$ cat src/design/dtpos_pkg.sv
// Shared constants and types for the 2-wire debug TAP sequencer
// Summary of operation
// - During DR shift the device returns the selected register on data-out.
// - Fast transfer: access flag appears on data-out in last header clock.
// - After the access clock 32 bits follow, bit 0 first, last with mode-select high.
// - Host polls control with 0x0004C000 until access flag bit 18 reads 1.
// - Host writes instruction to data register, then 0x0000C000 executes it.
// - Then load, store to fast data register, no-op, and a fast read.
// - 4-phase: data pin high for 24 link clocks resets the TAP, ignoring all else.
// - Every serial field travels least significant bit first.
// - 4-phase: data-in, mode-select, data-out share the pin over 4 clocks.
// - 2-phase: only mode-select and data-in, two clocks, no data-out.
// - 2-phase: a packet executes only at the next packet's first clock.
package dtpos_pkg;
    localparam int IR_LEN = 5;
    localparam int DR_LEN = 32;
    localparam logic [5:0] LEN_BYPASS = 6'h01;
    localparam logic [5:0] LEN_WORD = 6'h20;
    // Command codes are arbitrary choices of this design
    localparam logic [4:0] CMD_DATA = 5'h03;
    localparam logic [4:0] CMD_CONTROL = 5'h04;
    localparam logic [4:0] CMD_FAST = 5'h05;
    localparam logic [4:0] CMD_BYPASS = 5'h1F;
    localparam logic [4:0] IR_CAPTURE = 5'h01;
    localparam int PROCESSOR_ACCESS_FLAG_BIT = 18;
    localparam logic [31:0] CTRL_WMASK = 32'h0000C000;
    localparam logic [31:0] CTRL_RESET = 32'h00000000;
    localparam logic [4:0] RESYNC_EDGES = 5'h18;

    typedef enum logic [1:0] {
        PH_TDI = 2'h0,
        PH_TMS = 2'h1,
        PH_TURN = 2'h3,
        PH_TDO = 2'h2
    } dtpos_phase_t;

    typedef enum logic [3:0] {
        ST_RESET = 4'h0,
        ST_IDLE = 4'h1,
        ST_SEL_DR = 4'h3,
        ST_CAP_DR = 4'h2,
        ST_SHIFT_DR = 4'h6,
        ST_EX1_DR = 4'h7,
        ST_UPD_DR = 4'h5,
        ST_PAUSE_DR = 4'h4,
        ST_EX2_DR = 4'hC,
        ST_SEL_IR = 4'hD,
        ST_CAP_IR = 4'hF,
        ST_SHIFT_IR = 4'hE,
        ST_EX1_IR = 4'hA,
        ST_UPD_IR = 4'hB,
        ST_PAUSE_IR = 4'h9,
        ST_EX2_IR = 4'h8
    } dtpos_tap_t;

    typedef struct packed {
        logic tms;
        logic tdi;
    } dtpos_bits_t;

    typedef struct packed {
        logic exec;
        logic [31:0] instr;
    } dtpos_cpu_req_t;
endpackage

$ cat src/design/dtpos_top.sv
// Device-side debug TAP with 2-wire link, CPU feed and fast data path
`timescale 1ns/1ps
module dtpos_top import dtpos_pkg::*; (
    input wire logic i_clk,
    input wire logic i_rst_n,
    input wire logic i_ce,
    input wire logic i_pgec,
    input wire logic i_pged,
    output logic o_pged,
    output logic o_pged_oe,
    input wire logic i_two_phase,
    input wire logic i_cpu_access,
    input wire logic i_cpu_fast_wr,
    input wire logic [31:0] i_cpu_fast_data,
    output dtpos_cpu_req_t o_cpu_req,
    output logic [31:0] o_fast_word,
    output logic o_fast_valid,
    output logic o_processor_access_flag
);
    logic rst_meta_ff, rst_n;
    logic clk_meta_ff, clk_sync_ff, clk_prev_ff;
    logic dat_meta_ff, dat_sync_ff;
    logic fall, step, force_rst, tdo_c;
    dtpos_bits_t bits;
    dtpos_tap_t state_ff, nxt_state;
    logic [4:0] ir_ff, nxt_ir;
    logic [31:0] sr_ff, nxt_sr;
    logic [31:0] ctrl_ff, nxt_ctrl;
    logic [31:0] data_ff, nxt_data;
    logic [31:0] fast_ff, nxt_fast;
    logic [31:0] fword_ff, nxt_fword;
    logic processor_access_flag_ff, nxt_processor_access_flag;
    logic exec_ff, nxt_exec;
    logic fvalid_ff, nxt_fvalid;

    ////////////////////////////////////////////////////////////////////////
    function automatic dtpos_tap_t tap_next(input dtpos_tap_t s,
                                            input logic tms);
        dtpos_tap_t n;
        n = s;
        unique case (s)
            ST_RESET: n = tms ? ST_RESET : ST_IDLE;
            ST_IDLE: n = tms ? ST_SEL_DR : ST_IDLE;
            ST_SEL_DR: n = tms ? ST_SEL_IR : ST_CAP_DR;
            ST_CAP_DR: n = tms ? ST_EX1_DR : ST_SHIFT_DR;
            ST_SHIFT_DR: n = tms ? ST_EX1_DR : ST_SHIFT_DR;
            ST_EX1_DR: n = tms ? ST_UPD_DR : ST_PAUSE_DR;
            ST_PAUSE_DR: n = tms ? ST_EX2_DR : ST_PAUSE_DR;
            ST_EX2_DR: n = tms ? ST_UPD_DR : ST_SHIFT_DR;
            ST_UPD_DR: n = tms ? ST_SEL_DR : ST_IDLE;
            ST_SEL_IR: n = tms ? ST_RESET : ST_CAP_IR;
            ST_CAP_IR: n = tms ? ST_EX1_IR : ST_SHIFT_IR;
            ST_SHIFT_IR: n = tms ? ST_EX1_IR : ST_SHIFT_IR;
            ST_EX1_IR: n = tms ? ST_UPD_IR : ST_PAUSE_IR;
            ST_PAUSE_IR: n = tms ? ST_EX2_IR : ST_PAUSE_IR;
            ST_EX2_IR: n = tms ? ST_UPD_IR : ST_SHIFT_IR;
            ST_UPD_IR: n = tms ? ST_SEL_DR : ST_IDLE;
        endcase
        return n;
    endfunction

    // Unknown commands fall back to the one-bit bypass path
    function automatic logic [5:0] dr_len(input logic [4:0] ir);
        logic [5:0] l;
        l = LEN_BYPASS;
        if (ir == CMD_DATA || ir == CMD_CONTROL || ir == CMD_FAST) begin
            l = LEN_WORD;
        end
        return l;
    endfunction

    function automatic logic [31:0] shift_in(input logic [31:0] sr,
                                             input logic tdi,
                                             input logic [5:0] len);
        logic [31:0] r;
        r = sr >> 1;
        r[5'(len - 6'h01)] = tdi;
        return r;
    endfunction

    ////////////////////////////////////////////////////////////////////////
    // Reset release and pin synchronisers; the link clock is only sampled
    always_ff @(posedge i_clk or negedge i_rst_n) begin
        if (!i_rst_n) begin
            rst_meta_ff <= 1'b0;
            rst_n <= 1'b0;
        end else if (i_ce) begin
            rst_meta_ff <= 1'b1;
            rst_n <= rst_meta_ff;
        end
    end

    always_ff @(posedge i_clk or negedge rst_n) begin
        if (!rst_n) begin
            clk_meta_ff <= 1'b0;
            clk_sync_ff <= 1'b0;
            clk_prev_ff <= 1'b0;
            dat_meta_ff <= 1'b0;
            dat_sync_ff <= 1'b0;
        end else if (i_ce) begin
            clk_meta_ff <= i_pgec;
            clk_sync_ff <= clk_meta_ff;
            clk_prev_ff <= clk_sync_ff;
            dat_meta_ff <= i_pged;
            dat_sync_ff <= dat_meta_ff;
        end
    end

    // Pin bits are sampled on the falling link clock edge
    assign fall = clk_prev_ff & ~clk_sync_ff;

    dtpos_phy u_phy (
        .i_clk(i_clk),
        .i_rst_n(rst_n),
        .i_ce(i_ce),
        .i_fall(fall),
        .i_dat(dat_sync_ff),
        .i_two_phase(i_two_phase),
        .i_tdo(tdo_c),
        .o_step(step),
        .o_bits(bits),
        .o_force_reset(force_rst),
        .o_pged(o_pged),
        .o_pged_oe(o_pged_oe)
    );

    ////////////////////////////////////////////////////////////////////////
    always_comb begin
        tdo_c = 1'b0;
        if (state_ff == ST_CAP_DR && ir_ff == CMD_FAST) begin
            tdo_c = processor_access_flag_ff;
        end else if (state_ff == ST_SHIFT_DR || state_ff == ST_SHIFT_IR) begin
            tdo_c = sr_ff[0];
        end
    end

    always_comb begin
        nxt_state = state_ff;
        nxt_ir = ir_ff;
        nxt_sr = sr_ff;
        nxt_ctrl = ctrl_ff;
        nxt_data = data_ff;
        nxt_fast = fast_ff;
        nxt_fword = fword_ff;
        nxt_processor_access_flag = processor_access_flag_ff;
        nxt_exec = 1'b0;
        nxt_fvalid = 1'b0;
        if (i_cpu_fast_wr) begin
            nxt_fast = i_cpu_fast_data;
        end
        if (step) begin
            nxt_state = tap_next(state_ff, bits.tms);
            unique case (state_ff)
                ST_RESET: nxt_ir = CMD_BYPASS;
                ST_CAP_IR: nxt_sr = {27'h0000000, IR_CAPTURE};
                ST_CAP_DR: begin
                    unique case (ir_ff)
                        CMD_CONTROL: begin
                            nxt_sr = ctrl_ff;
                            nxt_sr[PROCESSOR_ACCESS_FLAG_BIT] = processor_access_flag_ff;
                        end
                        CMD_DATA: nxt_sr = data_ff;
                        CMD_FAST: nxt_sr = fast_ff;
                        default: nxt_sr = 32'h00000000;
                    endcase
                end
                ST_SHIFT_IR: nxt_sr = shift_in(sr_ff, bits.tdi, 6'(IR_LEN));
                ST_SHIFT_DR: nxt_sr = shift_in(sr_ff, bits.tdi, dr_len(ir_ff));
                ST_UPD_IR: nxt_ir = sr_ff[IR_LEN-1:0];
                ST_UPD_DR: begin
                    unique case (ir_ff)
                        CMD_CONTROL: begin
                            nxt_ctrl = sr_ff & CTRL_WMASK;
                            if (!sr_ff[PROCESSOR_ACCESS_FLAG_BIT]) begin
                                nxt_exec = processor_access_flag_ff;
                                nxt_processor_access_flag = 1'b0;
                            end
                        end
                        CMD_DATA: nxt_data = sr_ff;
                        CMD_FAST: begin
                            nxt_fword = {1'b0, sr_ff[31:1]};
                            nxt_fvalid = 1'b1;
                            if (!sr_ff[0]) begin
                                nxt_processor_access_flag = 1'b0;
                            end
                        end
                        default: nxt_ir = ir_ff;
                    endcase
                end
                default: nxt_sr = sr_ff;
            endcase
        end
        if (force_rst) begin
            nxt_state = ST_RESET;
            nxt_ir = CMD_BYPASS;
        end
        if (i_cpu_access) begin
            nxt_processor_access_flag = 1'b1;
        end
    end

    always_ff @(posedge i_clk or negedge rst_n) begin
        if (!rst_n) begin
            state_ff <= ST_RESET;
            ir_ff <= CMD_BYPASS;
            sr_ff <= 32'h00000000;
            ctrl_ff <= CTRL_RESET;
            data_ff <= 32'h00000000;
            fast_ff <= 32'h00000000;
            fword_ff <= 32'h00000000;
            processor_access_flag_ff <= 1'b0;
            exec_ff <= 1'b0;
            fvalid_ff <= 1'b0;
        end else if (i_ce) begin
            state_ff <= nxt_state;
            ir_ff <= nxt_ir;
            sr_ff <= nxt_sr;
            ctrl_ff <= nxt_ctrl;
            data_ff <= nxt_data;
            fast_ff <= nxt_fast;
            fword_ff <= nxt_fword;
            processor_access_flag_ff <= nxt_processor_access_flag;
            exec_ff <= nxt_exec;
            fvalid_ff <= nxt_fvalid;
        end
    end

    assign o_cpu_req = '{exec: exec_ff, instr: data_ff};
    assign o_fast_word = fword_ff;
    assign o_fast_valid = fvalid_ff;
    assign o_processor_access_flag = processor_access_flag_ff;

    ////////////////////////////////////////////////////////////////////////
    a_fast_flag_out: assert property (
        @(posedge i_clk) disable iff (!rst_n)
        state_ff == ST_CAP_DR && ir_ff == CMD_FAST |-> tdo_c == processor_access_flag_ff)
        else $error("fast header did not show access flag");
    a_word_shift_lsb: assert property (
        @(posedge i_clk) disable iff (!rst_n)
        step && i_ce && !force_rst && state_ff == ST_SHIFT_DR
            && ir_ff == CMD_DATA
        |=> sr_ff[31] == $past(bits.tdi) && sr_ff[30:0] == $past(sr_ff[31:1]))
        else $error("data shift not least bit first");
    a_processor_access_flag_set_wins: assert property (
        @(posedge i_clk) disable iff (!rst_n)
        i_cpu_access && i_ce |=> processor_access_flag_ff)
        else $error("access request lost");
    a_exec_cause: assert property (
        @(posedge i_clk) disable iff (!rst_n)
        step && i_ce && state_ff == ST_UPD_DR && ir_ff == CMD_CONTROL
            && !sr_ff[PROCESSOR_ACCESS_FLAG_BIT] && processor_access_flag_ff
        |=> o_cpu_req.exec && o_cpu_req.instr == $past(data_ff))
        else $error("instruction not released to CPU");
    a_exec_single: assert property (
        @(posedge i_clk) disable iff (!rst_n)
        o_cpu_req.exec && i_ce |=> !o_cpu_req.exec)
        else $error("execute pulse longer than one cycle");
    a_fast_capture: assert property (
        @(posedge i_clk) disable iff (!rst_n)
        step && i_ce && !force_rst && state_ff == ST_CAP_DR
            && ir_ff == CMD_FAST
        |=> sr_ff == $past(fast_ff) ##1 tdo_c == sr_ff[0])
        else $error("fast word not captured");
    a_force_tap_reset: assert property (
        @(posedge i_clk) disable iff (!rst_n)
        force_rst && i_ce |=> state_ff == ST_RESET && ir_ff == CMD_BYPASS)
        else $error("resync did not reset the TAP");
endmodule // dtpos_top

$ cat src/design/dtpos_phy.sv
// Two-wire pin demultiplexer: phases, deferred step, resync
`timescale 1ns/1ps
module dtpos_phy import dtpos_pkg::*; (
    input wire logic i_clk,
    input wire logic i_rst_n,
    input wire logic i_ce,
    input wire logic i_fall,
    input wire logic i_dat,
    input wire logic i_two_phase,
    input wire logic i_tdo,
    output logic o_step,
    output dtpos_bits_t o_bits,
    output logic o_force_reset,
    output logic o_pged,
    output logic o_pged_oe
);
    dtpos_phase_t phase_ff, nxt_phase;
    dtpos_bits_t hold_ff, nxt_hold;
    logic pend_ff, nxt_pend;
    logic tdo_ff, nxt_tdo;
    logic oe_ff, nxt_oe;
    logic out_ff, nxt_out;
    logic [4:0] cnt_ff, nxt_cnt;

    ////////////////////////////////////////////////////////////////////////
    always_comb begin
        nxt_phase = phase_ff;
        nxt_hold = hold_ff;
        nxt_pend = pend_ff;
        nxt_tdo = tdo_ff;
        nxt_oe = oe_ff;
        nxt_out = out_ff;
        nxt_cnt = cnt_ff;
        o_step = 1'b0;
        o_bits = hold_ff;
        o_force_reset = 1'b0;
        if (i_fall) begin
            if (i_two_phase) begin
                nxt_oe = 1'b0;
                nxt_cnt = 5'h00;
                if (phase_ff == PH_TDI) begin
                    o_step = pend_ff;
                    nxt_pend = 1'b0;
                    nxt_hold.tdi = i_dat;
                    nxt_phase = PH_TMS;
                end else begin
                    nxt_hold.tms = i_dat;
                    nxt_pend = 1'b1;
                    nxt_phase = PH_TDI;
                end
            end else begin
                nxt_pend = 1'b0;
                nxt_cnt = i_dat ? 5'(cnt_ff + 5'h01) : 5'h00;
                unique case (phase_ff)
                    PH_TDI: begin
                        nxt_hold.tdi = i_dat;
                        nxt_phase = PH_TMS;
                    end
                    PH_TMS: begin
                        nxt_hold.tms = i_dat;
                        o_bits = '{tms: i_dat, tdi: hold_ff.tdi};
                        o_step = 1'b1;
                        nxt_tdo = i_tdo;
                        nxt_phase = PH_TURN;
                    end
                    PH_TURN: begin
                        nxt_oe = 1'b1;
                        nxt_out = tdo_ff;
                        nxt_phase = PH_TDO;
                    end
                    PH_TDO: begin
                        nxt_oe = 1'b0;
                        nxt_phase = PH_TDI;
                    end
                endcase
                if (i_dat && cnt_ff == 5'(RESYNC_EDGES - 5'h01)) begin
                    o_force_reset = 1'b1;
                    o_step = 1'b0;
                    nxt_phase = PH_TDI;
                    nxt_oe = 1'b0;
                    nxt_cnt = 5'h00;
                end
            end
        end
    end

    always_ff @(posedge i_clk or negedge i_rst_n) begin
        if (!i_rst_n) begin
            phase_ff <= PH_TDI;
            hold_ff <= '0;
            pend_ff <= 1'b0;
            tdo_ff <= 1'b0;
            oe_ff <= 1'b0;
            out_ff <= 1'b0;
            cnt_ff <= 5'h00;
        end else if (i_ce) begin
            phase_ff <= nxt_phase;
            hold_ff <= nxt_hold;
            pend_ff <= nxt_pend;
            tdo_ff <= nxt_tdo;
            oe_ff <= nxt_oe;
            out_ff <= nxt_out;
            cnt_ff <= nxt_cnt;
        end
    end

    assign o_pged = out_ff;
    assign o_pged_oe = oe_ff;

    ////////////////////////////////////////////////////////////////////////
    a_oe_phase_window: assert property (
        @(posedge i_clk) disable iff (!i_rst_n)
        o_pged_oe |-> phase_ff == PH_TDO)
        else $error("pin driven outside data-out phase");
    a_tdo_held_out: assert property (
        @(posedge i_clk) disable iff (!i_rst_n)
        o_pged_oe |-> o_pged == tdo_ff)
        else $error("driven bit differs from captured data-out");
    a_two_phase_mute: assert property (
        @(posedge i_clk) disable iff (!i_rst_n)
        $rose(o_pged_oe) |-> !$past(i_two_phase))
        else $error("pin driven in two-phase mode");
    a_deferred_step: assert property (
        @(posedge i_clk) disable iff (!i_rst_n)
        o_step && i_two_phase |-> pend_ff && i_fall && phase_ff == PH_TDI)
        else $error("two-phase packet run too early");
    a_resync_reset: assert property (
        @(posedge i_clk) disable iff (!i_rst_n)
        o_force_reset && i_ce |-> cnt_ff == 5'h17 && i_dat
            ##1 phase_ff == PH_TDI && !o_pged_oe && cnt_ff == 5'h00)
        else $error("resync fired at wrong count");
endmodule // dtpos_phy

$ cat config.mk
export PLATFORM = sky130hd
export DESIGN_NAME = dtpos_top
export DESIGN_NICKNAME = d
export VERILOG_FILES = /design/src/design/dtpos_pkg.sv /design/src/design/dtpos_top.sv /design/src/design/dtpos_phy.sv
export SDC_FILE = /design/constraint.sdc
export NUM_CORES = 1
export LEC_CHECK = 0
export BUFFER_PORTS_ARGS = -buffer_cell sky130_fd_sc_hd__buf_2
export CORE_MARGIN = 5
export CORE_UTILIZATION = 37
export DETAILED_ROUTE_END_ITERATION = 6
export PLACE_DENSITY = 0.64
export SYNTH_ARGS = -nofsm -noshare
export SYNTH_HDL_FRONTEND = slang
export SYNTH_HIERARCHICAL = 1
export SYNTH_SLANG_ARGS = --single-unit
$ cat constraint.sdc
create_clock -name i_clk -period 6.8 [get_ports i_clk]
set_clock_uncertainty 0.05 [all_clocks]
set_input_delay 1.36 -clock i_clk [delete_from_list [all_inputs] [get_ports i_clk]]
set_output_delay 1.36 -clock i_clk [all_outputs]
set_load 0.01 [all_outputs]
### After elaboration in Yosys (flattened, before gate mapping)

Cells that the tools add are included.

| cells by class | value |
|---|---|
| add/subtract/negate cells | 2 |
| $mul | 0 |
| div/mod/pow operators | 0 |
| order comparisons | 2 |
| eq/ne operators | 25 |
| shifts and indexed selects | 0 |
| mux-type cells | 68 |
| bitwise operators | 3 |
| reductions and logical operators | 32 |

Operators by type and width:

| operator | count |
|---|---|
| $pmux W32 S4 | 1 |
| $pmux W32 S3 | 1 |
| $pmux W4 S12 | 1 |
| $mux W1 | 36 |
| $mux W5 | 7 |
| $bwmux W32 | 1 |
| $eq A4 B4 Y1 const B | 8 |
| $reduce_and A4 Y1 | 6 |
| $mux W4 | 5 |
| $mux W2 | 9 |
| $eq A4 B3 Y1 const B | 4 |
| $eq A5 B3 Y1 const B | 2 |
| $pmux W5 S2 | 1 |
| $reduce_and A3 Y1 | 3 |
| $eq A4 B2 Y1 const B | 2 |
| $pmux W2 S4 | 1 |
| $reduce_bool A2 Y1 | 4 |
| $reduce_bool A4 Y1 | 2 |
| $lt A5 B6 Y1 const B | 1 |
| $mux W3 | 2 |
| $ne A3 B3 Y1 const B | 2 |
| $reduce_and A2 Y1 | 3 |
| $reduce_and A6 Y1 | 1 |
| $reduce_bool A3 Y1 | 2 |
| other kinds (19) | 27 |

| word-level totals | value |
|---|---|
| register bits after elaboration | 161 |
| bits in latches | 0 |
| RAM bits | 0 |
| ROM bits | 0 |
| memories | 0 |

### Logic depth before layout (Yosys ltp)

Gate-level depths: netlist of run 1.

| depth | value |
|---|---|
| depth after elaboration | 13 |
| mapped depth | 10 |

### Cells and area by module

Netlist of run 1, hierarchy kept.

By module, submodules not included:

| module | times used | cells an instance | area an instance (sq um) |
|---|---|---|---|
| dtpos_top | 1 | 520 | 6692.7 |
| dtpos_phy | 1 | 75 | 708.2 |

### Worst setup path before layout of run 1

No wires, ideal clock.

| timing path | value |
|---|---|
| path kind | flip-flop to flip-flop |
| from | reg rst_n (netlist name) |
| to | reg rst_n |
| library setup time | 0.091 ns |
| arrival time | 4.292 ns |
| data required time | 6.659 ns |
| setup slack | 2.367 ns |
| cell stages (with the launch flop) | 2 |
| path buffers | 0 |
| period minus slack after synthesis | 4.433 ns |
| cell sequence | dfrtp_1 > mux2_2 |

RTL lines:

| element | line | text |
|---|---|---|
| to (signal assigned) | dtpos_top.sv:89 | `rst_n <= rst_meta_ff;` |
| to (decl) | dtpos_top.sv:20 | `logic rst_meta_ff, rst_n;` |

### Worst setup path after layout of run 1

| timing path | value |
|---|---|
| from | in i_two_phase |
| to | reg sr_ff[4] |

| on the way | value |
|---|---|
| elaborated cells between the ends (all ways) | 7 |
| those cells by class | mux (6); reduce/logical (1) |

RTL lines:

| element | line | text |
|---|---|---|
| from (decl) | dtpos_top.sv:11 | `input wire logic i_two_phase,` |
| $mux W1 | dtpos_phy.sv:38 | `if (i_two_phase) begin` |
| $mux W1 | dtpos_phy.sv:37 | `if (i_fall) begin` |
| net step | dtpos_top.sv:23 | `logic fall, step, force_rst, tdo_c;` |
| $reduce_and A3 Y1 (no line) | n/a |  |
| to (signal assigned) | dtpos_top.sv:217 | `sr_ff <= nxt_sr;` |
| to (decl) | dtpos_top.sv:27 | `logic [31:0] sr_ff, nxt_sr;` |

The timed path passes the listed nets, and every way through them passes these cells.
A chain may end at the register's enable or synchronous reset.

==> impl_metrics.csv, run 1 <==
group,metric,value,unit
route,viasPerCell,5.34,
synthesis,synth_top_area_share,52.7,%
synthesis,synth-seq-cells,161,
synthesis,synth_flop_cell,"dfrtp_1",
route,finalWirelength,17600,microns
worst_setup_path,end_kind,"flop",
cts,cts_resized,0,
finish,layout-drive-gt1-share,37.5,%
finish,area_delta_synth_final,16.6,%
synthesis,synthArstFlopShare,100,%
sta,rsz0062_at_grt,"no",
synthesis,synthXorXnorAreaFrac,0.237,%
sta,post-route-min-period,3.77,ns
die,die_area,0.0229,sq mm
cts,cts.clk_slew.worst_paths,0.06,ns
cts,cts_sinks,161,
synthesis,ys_types,57,
pwr,p_per_area,273,mW/mm^2
synthesis,synth_top_family_by_area,"multiplexers",
sta,fin_setup_tns,0,ns
cts,post_cts_buffers,0,
worst_setup_path,cpPeakStageDelay,1.05,ns
sta,slew_headroom,19.4,%
pwr,leakage,4.05,nW
sta,clock.fmax,265,MHz
grt,grt_pass1_vias,5226,
sta,finalMaxSlewViolations,0,
outcome,status,"finished, final reports clean",
grt,grt_use_total,16.1,%
cts,cts_buffers,17,
die,die_y,151,microns
finish,fin_nets,727,
grt,antenna_found_initial,0,
route,vias,5146,
cts,clkLatencyLatePin,0.43,ns
finish,antennaDiodeCount,0,
placed_design,port_buffers,107,
finish,nFillCells,1834,
worst_setup_path,critPathSlowestCell,"a2111oi_4",
die,core-area,0.0196,sq mm
worst_setup_path,required,7.09,ns
cts,cts-hold-fix-buffers,0,
finish,multi_input_area,0.00307,sq mm
sta,fin_crit_sh,55.5,%
route,dr.pass1.iters,5,
die,die-width,151,microns
grt,overflow,0,
synthesis,synth_fa_ha_area_share,0.169,%
sta,worst_slew_pin_slew,1.21,ns
synthesis,yosysTopAreaCell,"dfrtp_1",
worst_setup_path,arrival,4.06,ns
job,max-cap-violations,0,
route,ant_nets,0,
synthesis,synth_area,0.00740,sq mm
sta,finalSetupViolations,0,
cts,root_buffer,"clkbuf_16",
die,io_pins,109,
worst_setup_path,crit_fanout,22,
synthesis,synth_edf_count,0,
worst_setup_path,startpoint_type,"input port",
die,initial_core_util,37.8,%
synthesis,synth_compound_area_share,14.7,%
finish,final_core_util,44.1,%
synthesis,synth_mux_area_share,17.3,%
synthesis,synthTopCellsByArea,"dfrtp_1 53%, mux2_2 11%, mux2_1 5.9%",
synthesis,syn_avg_cell_area,12.4,sq um
synthesis,synth_fp_nets,636,
placed_design,dp.final_hpwl,11600,microns
synthesis,seq_area_frac_synth,54.5,%
grt,grt_pass1_wl,28700,microns
grt,grt_max_degree,68,
cts,cts_tree,"built",
synthesis,yosys_warnings,6,
route,routedWlPerCell,18.3,microns
synthesis,yosys.area_share.simple,8.81,%
die,placementRows,51,
pwr,max-vdd-ir-drop,172,uV
worst_setup_path,cp_cell_sequence,"buf_2, nor2b_1, o21ai_0, a21oi_1, nand2_1, a2111oi_4, buf_4, nor2_1, a41oi_1",
finish,seqCellArea,0.00404,sq mm
synthesis,syn_inst,595,
worst_setup_path,critPathKind,"input port to flop",
route,drt_iter0_markers,244,
placed_design,place_congestion,0.851,
cts,h-tree-depth,4,
sta,hold_viol,0,
worst_hold_path,hold_path.class,"flop to async pin",
route,drc,0,
cts,clockBufferDepth,2,
==> layout by cell type, fill, tap and decap left out, types with 4 or more instances in the layout <==
cell	n
dfstp_2	5
a22o_1	32
nor2_1	42
clkbuf_16	17
nor3_1	6
inv_1	5
mux2_2	72
clkinv_4	4
nand2_1	24
nor2b_1	7
a21oi_1	5
dfrtp_1	155
o21ai_0	23
a22oi_1	29
and2_1	5
mux2_1	39
a21oi_2	28
buf_2	107
buf_4	8
nand3_1	13
nand2b_1	6
a31oi_1	4
==> layout make-up <==
type / instances / share of cell area [%]
clock buffer: 20 / 5.06
multi-input combinational: 385 / 35.6
sequential: 161 / 46.8
inverter: 6 / 0.261
tap: 265 / 3.84
timing repair buffer: 115 / 6.90
clock inverter: 12 / 1.58
==> where the power goes <==
group / internal [mW] / leakage [nW] / switching, mW
clock network: 0.543 / 0.276 / 0.390
registers: 1.05 / 2.10 / 0.0990
logic: 0.133 / 1.68 / 0.142
total: 1.73 / 4.05 / 0.631
==> layer usage <==
metal / wire (microns) / vias up / share of wire, % / global-route usage, %
met5: 0 / - / 0 / 0
met4: 137 / 0 / 0.78 / 4.94
met3: 1120 / 14 / 6.3 / 4.40
met2: 8150 / 158 / 46 / 24.2
met1: 8220 / 2619 / 47 / 22.6
li1: - / 2355 / - / -
==> registers in the layout, indices dropped and copies added, names as in the netlist, 2 cells and up <==
name            cells
fast_ff            32
o_fast_word        31
state_ff            4
u_phy/hold_ff       2
u_phy/cnt_ff        5
sr_ff              32
ir_ff               5
data_ff            32
ctrl_ff             2
u_phy/phase_ff      2
==> metrics by stage <==
step | instance area, sq um | instances | total power, mW | hold WS [ns] | worst slack [ns]
2_1_floorplan | 7400 | 595 | 1.36 | 0.381 | 1.92
3_5_place_dp | 8060 | 932 | 1.44 | 0.399 | 2.64
5_1_grt | 8630 | 964 | 2.47 | 0.436 | 2.79
4_1_cts | 8630 | 964 | 2.38 | 0.417 | 3.08
6_report | 8630 | 964 | 2.36 | 0.416 | 3.03
3_3_place_gp | 8060 | 932 | 1.42 | 0.394 | 2.77
==> cells in the mapped netlist (all sizes together), types with 3 or more instances <==
cell type  instances
dfrtp            156
mux2             111
nor2              43
a21oi             33
a22o              32
buf               30
a22oi             29
nand2             27
o21ai             24
clkbuf            13
nand3             13
nor2b              7
nor3               7
and2               6
inv                6
nand2b             6
dfstp              5
a31oi              4
mux2i              3
nand3b             3
o31ai              3
==> logic make-up after synthesis <==
logic type,Yosys count
mux,114
simple gates,126
xor+xnor,2
buf+inv,49
flops,161
compound gates,141
fa+ha+maj,1
other cells,1
==> final timing paths <==
path | start | endpoint | slack [ns] | cells past startpoint
setup / recovery | i_two_phase | sr_ff[4]$_DFFE_PN0P_ | 3.03 | 9
hold / removal | rst_n$_DFFE_PN0P_ | fast_ff[30]$_DFFE_PN0P_ | 0.42 | 0
setup reg to reg | u_phy/cnt_ff[0]$_DFFE_PN0P_ | sr_ff[4]$_DFFE_PN0P_ | 3.37 | 9
hold reg to reg | rst_n$_DFFE_PN0P_ | fast_ff[30]$_DFFE_PN0P_ | 0.42 | 0
max in group asynchronous | rst_n$_DFFE_PN0P_ | data_ff[25]$_DFFE_PN0P_ | 4.51 | 2
min in group i_clk | rst_meta_ff$_DFFE_PN0P_ | rst_meta_ff$_DFFE_PN0P_ | 0.42 | 1
==> critical path, delay by kind of cell <==
family | cells | cell delay, ns
buffers and inverters | 2 | 0.59
AND/OR/NAND/NOR | 3 | 0.45
AO/OA/AOI/OAI | 4 | 1.65
Note: power is estimated with default switching activity, not from simulation.
==> inputs of run 2 (changes only) <==
==> constraint.sdc (replaced) <==
create_clock -name i_clk -period 3.9 [get_ports i_clk]
set_clock_uncertainty 0.05 [all_clocks]
set_input_delay 0.78 -clock i_clk [delete_from_list [all_inputs] [get_ports i_clk]]
set_output_delay 0.78 -clock i_clk [all_outputs]
set_load 0.01 [all_outputs]
==> run 2 against run 1 <==
- worst setup slack got worse by 2.1 ns
- worst hold slack got worse by 0.33 ns
- power rose by 81%
- design area up 1.1%
- combinational power rose by 76%
- global-route usage fell by 0.23 points
- register-to-register slack worse by 2.5 ns
- sequential cell count is the same
- via count is 2.6% lower
- core utilization up 0.47 points
- wire length barely moved
- non-clock buffer count increased by 1
==> impl_metrics.csv, run 2 (synthesized netlist as in run 1, its figures left out) <==
group,metric,value,unit
finish,most-common-layout-cells,"155 x dfrtp_1, 107 x buf_2, 72 x mux2_2, 42 x nor2_1, 39 x mux2_1",
cts,post_cts_buffers,0,
route,finalWirelength,17600,microns
route,dr.pass1.iters,4,
die,core-area,0.0196,sq mm
grt,antenna_found_initial,0,
placed_design,place_ws,0.787,ns
route,ant_nets,0,
cts,cts_resized,0,
pwr,p_per_area,489,mW/mm^2
die,die_area,0.0229,sq mm
worst_setup_path,cpPeakStageDelay,0.41,ns
sta,rsz0062_at_grt,"no",
cts,cts_buffers,17,
worst_setup_path,required,4.15,ns
route,vias,5014,
placed_design,port_buffers,107,
finish,finalInstanceArea,0.00872,sq mm
sta,hold_slack,0.0855,ns
cts,cts_tree,"built",
finish,antennaDiodeCount,0,
grt,overflow,0,
sta,post-route-min-period,3.01,ns
grt,grt_max_degree,150,
worst_setup_path,cp_cell_sequence,"ha_1, nand4b_1, o21ai_0, a21oi_1, and2_1, and4_4, and2_2, buf_12, mux2_2",
cts,clkLatencyLatePin,0.42,ns
cts,clockBufferDepth,2,
grt,grt_use_total,15.8,%
worst_setup_path,ff2ff_path_depth,9,
sta,finalSetupViolations,0,
job,max-cap-violations,0,
placed_design,dp.final_hpwl,11700,microns
worst_hold_path,hold_path.class,"input port to async pin",
worst_setup_path,end_kind,"flop",
worst_setup_path,arrival,3.26,ns
sta,fin_setup_tns,0,ns
finish,final_common_cell,"dfrtp_1",
cts,cts_sinks,161,
pwr,leakage,4.09,nW
sta,clock.fmax,332,MHz
sta,hold_viol,0,
cts,cts.clk_slew.worst_paths,0.06,ns
sta,worst_slew_pin_slew,0.960,ns
outcome,status,"finished, final reports clean",
worst_setup_path,startpoint_type,"flop",
finish,final_core_util,44.5,%
worst_setup_path,critPathKind,"flop to flop",
worst_setup_path,startpoint,"u_phy/cnt_ff[0]$_DFFE_PN0P_",
worst_setup_path,crit_fanout,22,
die,initial_core_util,37.8,%
die,die_y,151,microns
route,viasPerCell,5.21,
pwr,max-vdd-ir-drop,283,uV
worst_setup_path,r2r_start,"u_phy/cnt_ff[0]$_DFFE_PN0P_",
finish,fin_nets,728,
finish,layout-drive-gt1-share,37.7,%
placed_design,postPlaceCellArea,0.00809,sq mm
finish,area_delta_synth_final,17.8,%
sta,finalMaxSlewViolations,0,
grt,grt_pass1_vias,5275,
route,drt_iter0_markers,235,
placed_design,place_congestion,0.772,
worst_setup_path,critPathSlowestCell,"dfrtp_1",
cts,h-tree-depth,4,
placed_design,placed_cells,933,
sta,setup_ws,0.891,ns
cts,cts-hold-fix-buffers,0,
die,io_pins,109,
pwr,totalPowerFinal,4.27,mW
sta,fin_crit_sh,77.1,%
route,routedWlPerCell,18.3,microns
die,die-width,151,microns
sta,slew_headroom,35.8,%
route,drc,0,
cts,root_buffer,"clkbuf_16",
finish,final_cell_count_no_fill,963,
finish,largest_registers,"data_ff (32), fast_ff (32), sr_ff (32)",
die,placementRows,51,
grt,grt_pass1_wl,28600,microns
[run 2: cell type report]
class | count | area [sq um]
inverters | 6 | 22.5
flip-flops and latches | 161 | 4040
multi-input cells | 385 | 3070
clock inverters | 9 | 156
fillers | 1805 | 10900
well taps | 265 | 332
clock buffers | 21 | 470
repair buffers | 116 | 628
[run 2: power breakdown]
part	switching (mW)	total (mW)	internal [mW]
sequential	0.170	2.01	1.84
combinational	0.245	0.484	0.239
clock	0.660	1.78	1.12
[run 2: worst paths after layout]
kind                                                end  slack, ns
worst max register to register   data_ff[3]$_DFFE_PN0P_       0.89
max in group asynchronous          sr_ff[5]$_DFFE_PN0P_       2.59
worst max-delay path             data_ff[3]$_DFFE_PN0P_       0.89
min in group i_clk              rst_meta_ff$_DFFE_PN0P_       0.42
worst min-delay path                  rst_n$_DFFE_PN0P_       0.09
worst min register to register  clk_prev_ff$_DFFE_PN0P_       0.12
[run 2: routing by layer]
layer	part of all wire, %	global-route usage (%)
met5	0	0
met4	0.75	3.63
met3	5.8	3.62
met2	47	25.4
met1	46	22.0
[run 2: worst max-delay path: cells and delay by family (launching register included)]
kind,cells,cell delay [ns]
compound gates,2,0.48
fa+ha+maj,1,0.26
buf+inv,1,0.23
flops,1,0.41
mux,1,0.36
simple gates,4,1.10
